## src/logic/arith_prefix_pkg.sv

```systemverilog
// arith_prefix_pkg: opcode patterns, clock counts, states and carriers for the decoder
// assumes one clock domain; bytes arrive from logic on the same clock
`default_nettype none
package arith_prefix_pkg;
    // opcode bytes and patterns
    localparam logic [7:0] code_segment_prefix     = 8'h2E;
    localparam logic [7:0] stack_segment_prefix    = 8'h36;
    localparam logic [7:0] data_segment_prefix     = 8'h3E;
    localparam logic [7:0] extra_segment_prefix    = 8'h26;
    localparam logic [7:0] ascii_adjust_after_add  = 8'h37;
    localparam logic [7:0] decimal_adjust_after_add = 8'h27;
    localparam logic [7:0] ascii_adjust_after_sub  = 8'h3F;
    localparam logic [7:0] decimal_adjust_after_sub = 8'h2F;
    localparam logic [1:0] mod_register            = 2'h3;
    // reg field selectors inside the immediate and unary groups
    localparam logic [2:0] sel_add                 = 3'h0;
    localparam logic [2:0] sel_add_carry           = 3'h2;
    localparam logic [2:0] sel_sub_borrow          = 3'h3;
    localparam logic [2:0] sel_sub                 = 3'h5;
    localparam logic [2:0] sel_compare             = 3'h7;
    localparam logic [2:0] sel_inc                 = 3'h0;
    localparam logic [2:0] sel_dec                 = 3'h1;
    localparam logic [2:0] sel_negate              = 3'h3;
    localparam logic [2:0] sel_multiply            = 3'h4;
    // minimum clock counts, with maximum counts for multiply
    localparam logic [5:0] clk_prefix              = 6'h02;
    localparam logic [5:0] clk_alu_reg             = 6'h03;
    localparam logic [5:0] clk_alu_mem             = 6'h0A;
    localparam logic [5:0] clk_imm_reg             = 6'h04;
    localparam logic [5:0] clk_imm_mem             = 6'h10;
    localparam logic [5:0] clk_acc_byte            = 6'h03;
    localparam logic [5:0] clk_acc_word            = 6'h04;
    localparam logic [5:0] clk_incdec_mem          = 6'h0F;
    localparam logic [5:0] clk_ascii_add           = 6'h08;
    localparam logic [5:0] clk_decimal_adj         = 6'h04;
    localparam logic [5:0] clk_ascii_sub           = 6'h07;
    localparam logic [5:0] clk_mul_rb_min          = 6'h1A;
    localparam logic [5:0] clk_mul_rb_max          = 6'h1C;
    localparam logic [5:0] clk_mul_rw_min          = 6'h23;
    localparam logic [5:0] clk_mul_rw_max          = 6'h25;
    localparam logic [5:0] clk_mul_mb_min          = 6'h20;
    localparam logic [5:0] clk_mul_mb_max          = 6'h22;
    localparam logic [5:0] clk_mul_mw_min          = 6'h29;
    localparam logic [5:0] clk_mul_mw_max          = 6'h2B;
    localparam logic [5:0] clk_one                 = 6'h01;
    localparam logic [5:0] clk_none                = 6'h00;

    typedef enum logic [2:0] {
        st_opcode = 3'h0,
        st_modrm  = 3'h1,
        st_imm_lo = 3'h2,
        st_imm_hi = 3'h3,
        st_exec   = 3'h4
    } state_type;

    typedef enum logic [3:0] {
        op_none                  = 4'h0,
        op_segment_prefix        = 4'h1,
        op_add                   = 4'h2,
        op_add_with_carry        = 4'h3,
        op_subtract              = 4'h4,
        op_subtract_with_borrow  = 4'h5,
        op_increment             = 4'h6,
        op_decrement             = 4'h7,
        op_compare               = 4'h8,
        op_negate                = 4'h9,
        op_ascii_add             = 4'hA,
        op_decimal_add           = 4'hB,
        op_ascii_sub             = 4'hC,
        op_decimal_sub           = 4'hD,
        op_unsigned_multiply     = 4'hE,
        op_unsupported           = 4'hF
    } op_type;

    typedef enum logic [2:0] {
        form_single  = 3'h0,
        form_modrm   = 3'h1,
        form_acc_imm = 3'h2,
        form_grp_imm = 3'h3,
        form_grp_f6  = 3'h4,
        form_grp_fe  = 3'h5,
        form_reg     = 3'h6
    } form_type;

    // segment encoding: 0 extra, 1 code, 2 stack, 3 data
    typedef struct packed {
        op_type      op;
        form_type    form;
        logic        w;
        logic        d;
        logic        s;
        logic        mem;
        logic [1:0]  mod_field;
        logic [2:0]  reg_field;
        logic [2:0]  rm_field;
        logic [15:0] imm;
        logic        seg_override;
        logic [1:0]  seg;
        logic [5:0]  clk_min;
        logic [5:0]  clk_max;
    } result_type;

    typedef struct packed {
        state_type   st;
        result_type  cur;
        result_type  res;
        logic        done;
        logic        seg_pend;
        logic [1:0]  seg_pend_sel;
        logic [5:0]  count;
    } core_type;
endpackage
`default_nettype wire

```

## src/logic/arith_prefix_decoder.sv

```systemverilog
// arith_prefix_decoder: decodes segment prefixes and the integer arithmetic group, then
// holds off the byte stream for the minimum execution clocks of each instruction
// assumes the byte source is logic on clk_i and holds a byte until byte_ready_o
`default_nettype none
module arith_prefix_decoder
    import arith_prefix_pkg::*;
(
    input  wire logic        clk_i,
    input  wire logic        rst_i,
    input  wire logic        byte_valid_i,
    input  wire logic [7:0]  byte_i,
    output logic             byte_ready_o,
    output logic             done_o,
    output var result_type   result_o
);

    core_type state;
    core_type next_state;

    // opcode byte to operation and form
    function automatic result_type decode_opcode(input logic [7:0] b);
        result_type r;
        r = '0;
        r.op = op_unsupported;
        r.form = form_single;
        r.w = b[0];
        r.d = b[1];
        casez (b)
            code_segment_prefix, stack_segment_prefix,
            data_segment_prefix, extra_segment_prefix: begin
                r.op = op_segment_prefix;
                r.seg_override = 1'b1;
                r.seg = b[4:3];
            end
            8'b000000??: begin r.op = op_add; r.form = form_modrm; end
            8'b0000010?: begin r.op = op_add; r.form = form_acc_imm; end
            8'b000100??: begin r.op = op_add_with_carry; r.form = form_modrm; end
            8'b0001010?: begin r.op = op_add_with_carry; r.form = form_acc_imm; end
            8'b001010??: begin r.op = op_subtract; r.form = form_modrm; end
            8'b0010110?: begin r.op = op_subtract; r.form = form_acc_imm; end
            8'b000110??: begin
                r.op = op_subtract_with_borrow;
                r.form = form_modrm;
            end
            8'b0001110?: begin
                r.op = op_subtract_with_borrow;
                r.form = form_acc_imm;
            end
            8'b0011100?, 8'b0011101?: begin r.op = op_compare; r.form = form_modrm; end
            8'b0011110?: begin r.op = op_compare; r.form = form_acc_imm; end
            8'b100000??: begin r.op = op_none; r.form = form_grp_imm; r.s = b[1]; r.d = 1'b0; end
            8'b1111011?: begin r.op = op_none; r.form = form_grp_f6; r.d = 1'b0; end
            8'b1111111?: begin r.op = op_none; r.form = form_grp_fe; r.d = 1'b0; end
            8'b01000???: begin
                r.op = op_increment;
                r.form = form_reg;
                r.w = 1'b1;
                r.reg_field = b[2:0];
            end
            8'b01001???: begin
                r.op = op_decrement;
                r.form = form_reg;
                r.w = 1'b1;
                r.reg_field = b[2:0];
            end
            ascii_adjust_after_add:   r.op = op_ascii_add;
            decimal_adjust_after_add: r.op = op_decimal_add;
            ascii_adjust_after_sub:   r.op = op_ascii_sub;
            decimal_adjust_after_sub: r.op = op_decimal_sub;
            default: r.op = op_unsupported;
        endcase
        return r;
    endfunction

    // group operation chosen by the reg field of the operand byte
    function automatic op_type group_op(input form_type f, input logic w, input logic [2:0] sel);
        op_type o;
        o = op_unsupported;
        case (f)
            form_grp_imm: begin
                case (sel)
                    sel_add:        o = op_add;
                    sel_add_carry:  o = op_add_with_carry;
                    sel_sub:        o = op_subtract;
                    sel_sub_borrow: o = op_subtract_with_borrow;
                    sel_compare:    o = op_compare;
                    default:        o = op_unsupported;
                endcase
            end
            form_grp_f6: begin
                case (sel)
                    sel_negate:   o = op_negate;
                    sel_multiply: o = op_unsigned_multiply;
                    default:      o = op_unsupported;
                endcase
            end
            form_grp_fe: begin
                if (sel == sel_inc) begin
                    o = op_increment;
                end else if (sel == sel_dec) begin
                    o = op_decrement;
                end else begin
                    o = op_unsupported;
                end
                if (!w && sel != sel_inc && sel != sel_dec) begin
                    o = op_unsupported;
                end
            end
            default: o = op_unsupported;
        endcase
        return o;
    endfunction

    // minimum and maximum clock counts of a decoded instruction
    function automatic logic [11:0] clocks(input result_type r);
        logic [5:0] lo;
        lo = clk_one;
        case (r.op)
            op_segment_prefix: lo = clk_prefix;
            op_ascii_add:      lo = clk_ascii_add;
            op_decimal_add:    lo = clk_decimal_adj;
            op_ascii_sub:      lo = clk_ascii_sub;
            op_decimal_sub:    lo = clk_decimal_adj;
            op_unsigned_multiply: begin
                case ({r.mem, r.w})
                    2'h0:    return {clk_mul_rb_min, clk_mul_rb_max};
                    2'h1:    return {clk_mul_rw_min, clk_mul_rw_max};
                    2'h2:    return {clk_mul_mb_min, clk_mul_mb_max};
                    default: return {clk_mul_mw_min, clk_mul_mw_max};
                endcase
            end
            op_unsupported, op_none: lo = clk_one;
            default: begin
                case (r.form)
                    form_acc_imm: lo = r.w ? clk_acc_word : clk_acc_byte;
                    form_reg:     lo = clk_alu_reg;
                    form_grp_fe:  lo = r.mem ? clk_incdec_mem : clk_alu_reg;
                    form_grp_imm: begin
                        if (r.op == op_compare) begin
                            lo = r.mem ? clk_alu_mem : clk_alu_reg;
                        end else begin
                            lo = r.mem ? clk_imm_mem : clk_imm_reg;
                        end
                    end
                    default: lo = r.mem ? clk_alu_mem : clk_alu_reg;
                endcase
            end
        endcase
        return {lo, lo};
    endfunction

    // load the timing of the collected instruction and enter execution
    function automatic core_type start_exec(input core_type c);
        core_type n;
        logic [11:0] t;
        n = c;
        t = clocks(c.cur);
        n.cur.clk_min = t[11:6];
        n.cur.clk_max = t[5:0];
        if (c.cur.op != op_segment_prefix) begin
            n.cur.seg_override = c.seg_pend;
            n.cur.seg = c.seg_pend_sel;
        end
        n.count = t[11:6] - clk_one;
        n.st = st_exec;
        return n;
    endfunction

    always_comb begin
        next_state = state;
        next_state.done = 1'b0;
        byte_ready_o = (state.st != st_exec);
        case (state.st)
            st_opcode: begin
                if (byte_valid_i) begin
                    next_state.cur = decode_opcode(byte_i);
                    case (next_state.cur.form)
                        form_acc_imm: next_state.st = st_imm_lo;
                        form_single, form_reg: next_state = start_exec(next_state);
                        default: next_state.st = st_modrm;
                    endcase
                end
            end
            st_modrm: begin
                if (byte_valid_i) begin
                    next_state.cur.mod_field = byte_i[7:6];
                    next_state.cur.reg_field = byte_i[5:3];
                    next_state.cur.rm_field = byte_i[2:0];
                    next_state.cur.mem = (byte_i[7:6] != mod_register);
                    if (state.cur.form != form_modrm) begin
                        next_state.cur.op = group_op(state.cur.form, state.cur.w, byte_i[5:3]);
                    end
                    if (state.cur.form == form_grp_imm &&
                        next_state.cur.op != op_unsupported) begin
                        next_state.st = st_imm_lo;
                    end else begin
                        next_state = start_exec(next_state);
                    end
                end
            end
            st_imm_lo: begin
                if (byte_valid_i) begin
                    next_state.cur.imm = {(state.cur.s ? {8{byte_i[7]}} : 8'h00), byte_i};
                    if (state.cur.form == form_acc_imm ? state.cur.w
                        : ({state.cur.s, state.cur.w} == 2'h1)) begin
                        next_state.st = st_imm_hi;
                    end else begin
                        next_state = start_exec(next_state);
                    end
                end
            end
            st_imm_hi: begin
                if (byte_valid_i) begin
                    next_state.cur.imm[15:8] = byte_i;
                    next_state = start_exec(next_state);
                end
            end
            st_exec: begin
                if (state.count == clk_none) begin
                    next_state.done = 1'b1;
                    next_state.res = state.cur;
                    next_state.st = st_opcode;
                    if (state.cur.op == op_segment_prefix) begin
                        next_state.seg_pend = 1'b1;
                        next_state.seg_pend_sel = state.cur.seg;
                    end else begin
                        next_state.seg_pend = 1'b0;
                    end
                end else begin
                    next_state.count = state.count - clk_one;
                end
            end
            default: next_state.st = st_opcode;
        endcase
    end

    always_ff @(posedge clk_i) begin
        if (rst_i) begin
            state <= '0;
        end else begin
            state <= next_state;
        end
    end

    assign done_o = state.done;
    assign result_o = state.res;

endmodule // arith_prefix_decoder
`default_nettype wire

```

## config.mk

```make
export PLATFORM = sky130hd
export DESIGN_NAME = arith_prefix_decoder
export DESIGN_NICKNAME = d
export VERILOG_FILES = /design/src/logic/arith_prefix_pkg.sv /design/src/logic/arith_prefix_decoder.sv
export SDC_FILE = /design/constraint.sdc
export NUM_CORES = 1
export LEC_CHECK = 0
export BUFFER_PORTS_ARGS = -buffer_cell sky130_fd_sc_hd__buf_2
export CAP_MARGIN = 30
export CORE_AREA = 2 2 114 116
export CTS_BUF_LIST = sky130_fd_sc_hd__clkbuf_16
export DETAILED_ROUTE_END_ITERATION = 16
export DIE_AREA = 0 0 116 118
export PLACE_DENSITY = 0.72
export SYNTH_ARGS = -nofsm -noshare
export SYNTH_HDL_FRONTEND = slang
export SYNTH_SLANG_ARGS = --single-unit
```

## constraint.sdc

```tcl
create_clock -name clk_i -period 12.46 [get_ports clk_i]
set_clock_uncertainty 0.15 [all_clocks]
set_input_delay 3.738 -clock clk_i [delete_from_list [all_inputs] [get_ports clk_i]]
set_output_delay 3.738 -clock clk_i [all_outputs]
set_load 0.005 [all_outputs]
```

=== After elaboration in Yosys (flattened, before gate mapping) ===
Index checks and enable logic that the tools add are counted.

* Add/sub/neg operators: 5
* Eq/ne operators: 88
* Multiplexer cells: 97
* Bitwise operators: 5
* Reduce and logical (&&, ||, !) cells: 47

{| class="wikitable"
|+ Operators with widths
! cell !! number
|-
| 113-bit 2-to-1 mux || 4
|-
| 60-bit case mux with 5 select lines || 1
|-
| 75-bit 2-to-1 mux || 3
|-
| 12-bit 2-to-1 mux || 18
|-
| 50-bit case mux with 4 select lines || 1
|-
| 4-bit equality test (second input constant) || 21
|-
| 12-bit case mux with 3 select lines || 2
|-
| 8-bit by 6-bit equality test with 1-bit output (second input constant) || 8
|-
| 54-bit 2-to-1 mux || 1
|-
| 4-bit case mux with 13 select lines || 1
|-
| 4-bit 2-to-1 mux || 12
|-
| 4-bit case mux with 5 select lines || 2
|-
| 5-bit case mux with 4 select lines || 2
|-
| 3-bit 2-to-1 mux || 13
|-
| 6-bit case mux with 5 select lines || 1
|-
| 6-bit by 1-bit subtractor with 6-bit output (second input constant) || 5
|-
| 7-bit by 5-bit equality test with 1-bit output (second input constant) || 4
|-
| 5-bit case mux with 5 select lines || 1
|-
| 5-bit AND reduction || 5
|-
| 3-bit by 2-bit equality test with 1-bit output (second input constant) || 8
|-
| 3-bit equality test (second input constant) || 8
|-
| 12-bit case mux with 2 select lines || 1
|-
| 1-bit 2-to-1 mux || 21
|-
| 5-bit 2-to-1 mux || 4
|-
| 44 further kinds || 95
|}

* Flip-flop bits (word level): 113
* Bits of input ports: 11
* Output and inout port bits: 52
* Word-level logic and storage cells: 276

=== Logic depth before layout (Yosys ltp) ===
* Depth in word-level cells: 21
* Depth in mapped cells: 15
* Gate-level depth less buffers: 13

=== Worst setup path before layout ===
Ideal clock, no wire load.

* Path type: input port to flip-flop
* Start: input byte_i[3]
* End: register state[4] (netlist bit)
* Setup time: 0.060 ns
* Arrival: 6.426 ns
* Required time: 12.250 ns
* Setup slack: 5.824 ns
* Cell stages on the path: 13
* Buffers on the path: 1
* Path through: buf_4 > and3_1 > o221a_2 > nor2_2 > or4b_4 > nand2b_4 > a311o_1 > inv_1 > ha_1 > inv_1 > or4_1 > a21oi_1 > o311a_1

* Word-level cells in the longest chain between the ends: 21
* Elaborated cells on any way between the ends: 128
* Those cells by class: add/sub: 2; eq/ne: 52; mux: 48; bitwise: 1; reduce/logical: 25

{| class="wikitable"
|+ RTL lines
! item !! line !! text
|-
| start: declaration || arith_prefix_decoder.sv:11 || <nowiki>input wire logic [7:0] byte_i,</nowiki>
|-
| branches (longest 21 deep; another with 5-bit 2-to-1 mux) || -- ||
|-
| end signal: assignment || arith_prefix_decoder.sv:241 || <nowiki>state <= next_state;</nowiki>
|-
| end: declaration || arith_prefix_decoder.sv:17 || <nowiki>core_type state;</nowiki>
|}

Several ways; the timed one is not identified. The select of a mux whose other input is x is not followed.
A chain may end at the register's enable or synchronous reset.

=== Worst setup path in the final report ===
* Start: input byte_i[5]
* End: register state[4] (netlist bit)

The elaborated chain is that of the path after synthesis.

==> flow_summary.yaml <==
synth:
  yosys_warnings: 0
  synthCells: 825
  ys_types: 70
  yosysSeqAreaShare_pct: 34.39
  synth_seq_cells: 105
  syn_nets: 846
  synthFlopType: "dfxtp_1"
  synth_edf_count: 0
  synth-async-reset-ratio_pct: 0
  syn-cell-area_mm2: 0.006112
  avgSynthCellArea_um2: 7.409
timing:
  worst_slew_pin_slew_ns: 0.9888
  hold_slack_ns: 0.2998
  rsz0062_at_grt: "no"
  fin_crit_ns: 6.959
  slew_headroom_pct: 34.08
  final_max_slew_viol_count: 0
  fmax_ghz: 0.1437
  setup_viol_count_final: 0
  hold_viol_final: 0
  post-route-period-util_pct: 55.85
  fin_tns_setup_ns: 0
pwr:
  p_per_area_mw_per_mm2: 129.4
  p_leak_nw: 2.397
  ir_worst_vdd_v: 0.00008143
  p_total_w: 0.0008134
final_layout:
  fillers: 1254
  final_nets: 809
  final_common_cell: "nand2_1"
  final_cells: 965
  synthToLayoutAreaGrowth_pct: 2.845
  final_cell_mix: "nand2_1 (142), dfxtp_1 (105), a21oi_1 (102)"
  num_antenna_cells: 0
  drive_gt1_share_pct: 12.61
  stdcell_area_mm2: 0.006286
setup_path:
  crit_required_ns: 12.61
  path_delay_family: "simple AND/OR/NAND/NOR gates"
  crit_path_top_delay_cell: "or4b_4"
  cp_data_arrival_time_ns: 7.11
  endpoint_kind: "flip-flop"
  worst-path-buf-inv: 3
  path_common_cell: "inv_1"
  crit_fanout: 20
  slowest_delay_ns: 0.55
  crit_type: "in -> reg"
  cp-start-kind: "input port"
  cp_cell_sequence: "buf_2, o21ai_0, o221a_2, nor2_2, or4b_4, nand2b_4, a311o_1, inv_1, ha_1, inv_1, or4_1, a21oi_1, o311a_1"
die:
  die_x_um: 116
  die_h_um: 118
  die_area_mm2: 0.01369
  ios: 63
  core_area_mm2: 0.01241
  initial_core_util_pct: 49.23
  rows: 41
global_routing:
  first_global_vias: 5040
  grt_usage_pct: 23.59
  grt_max_degree: 97
  grt_pass1_wl_um: 26070
  antenna_found_initial: 0
  overflow: 0
clock_network:
  cts_tree: "done"
  post_cts_buffers: 0
  clk_path_buf_depth: 2
  cts_max_level: 3
  clock_latency_ns: 0.36
  cts.sinks: 105
  holdBufCountCts: 0
  root_buffer: "clkbuf_16"
  clk_pin_slew_ns: 0.07
  cts_inserted_buffers: 9
  ctsResizeCount: 0
placement:
  dp_hpwl_um: 11180
  gp_congestion: 0.9587
  placed_area_mm2: 0.006005
  place_inst: 949
  io_buffer_count: 62
drt:
  dr.first_iter.drc_count: 579
  vias: 5641
  viasPerCell: 5.846
  wl_um: 15950
  drc: 0
  wire_per_inst_um: 16.53
  ant_nets: 0
  firstDrtPassIters: 5
min_path:
  hold_class: "reg -> reg"
run:
  maxCapViolations: 0
status:
  status: "finished clean"
## worst paths after layout
| path | startpoint | cells past startpoint | to | slack [ns] |
|---|---|---|---|---|
| setup / recovery | byte_i[5] | 13 | state[4] | 5.50 |
| hold / removal | result_o[13] | 2 | result_o[13] | 0.30 |
| setup reg to reg | state[104] | 11 | state[2] | 8.43 |
| hold reg to reg | result_o[13] | 2 | result_o[13] | 0.30 |
## Yosys cell counts (all sizes together), types with 4 or more instances
library cell  number  area (um2)
o21a               5       37.54
nand2            143       539.3
nand3             23       115.1
buf               67       494.2
o22ai              7       43.79
and2              10       62.56
nor2              87       331.6
ha                10       125.1
nand2b            13       88.83
nor3              20       100.1
a31oi              9       56.30
or2                4       25.02
nor4b              7       76.32
clkbuf            49       183.9
a21oi            102       510.5
a221oi             6       52.55
a211oi            14       105.1
xnor2              5       51.30
and3               7       43.79
dfxtp            105        2102
or4                4       30.03
inv               15       56.30
o21ai             26       130.1
nor2b             11       68.82
a22oi             10       75.07
mux2i              7       70.07
nand4              4       25.02
## routing by layer
| metal | share of wire [%] | routed length, um | up-vias | GRT usage [%] |
|---|---|---|---|---|
| li1 | - | - | 2739 | - |
| met1 | 45 | 7204 | 2615 | 34.01 |
| met3 | 8.0 | 1277 | 39 | 4.428 |
| met4 | 2.2 | 349 | 0 | 6.399 |
| met5 | 0 | 0 | - | 0 |
| met2 | 45 | 7116 | 248 | 35.86 |
## cell type report
type | count | area [um2] | share of cell area, %
sequential | 105 | 2102 | 33.44
clock buffer | 9 | 225.2 | 3.583
inverter | 15 | 56.30 | 0.8957
tap | 172 | 215.2 | 3.424
timing repair buffer | 68 | 355.3 | 5.653
multi-input combinational | 589 | 3276 | 52.11
clock inverter | 7 | 56.30 | 0.8957
## worst min-delay path, delay by kind of cell (launching register included)
family	cells	cell delay, ns
flops	1	0.31
simple gates	1	0.05
compound gates	1	0.05
## cells by family (layout without fill, tap and decap cells)
kind of cell | after synthesis | count (layout) | synth area share [%]
flops | 105 | 105 | 34.39
compound gates | 216 | 216 | 22.01
xor+xnor | 5 | 5 | 0.8393
fa+ha+maj | 10 | 10 | 2.047
buf+inv | 131 | 99 | 12.02
mux | 9 | 9 | 1.515
simple gates | 349 | 349 | 27.19
## metrics by stage
stage / worst slack, ns / util, %
after floorplan: 5.824 / -
after global placement: 5.227 / 48.37
after detailed placement: 5.146 / 48.37
after CTS: 5.531 / 50.64
after global routing: 5.272 / 50.64
final: 5.501 / 50.64
## state kept, by name (all words and copies together), names as in the netlist
register	flops
done_o	1
result_o	46
state	58
## power by group
part | internal (W) | total [W] | switching (W)
combinational | 0.0000592 | 0.000171 | 0.000111
sequential | 0.000349 | 0.000370 | 0.0000213
clock | 0.000138 | 0.000272 | 0.000135
total | 0.000546 | 0.000813 | 0.000267
Note: power is estimated with default switching activity, not from simulation.
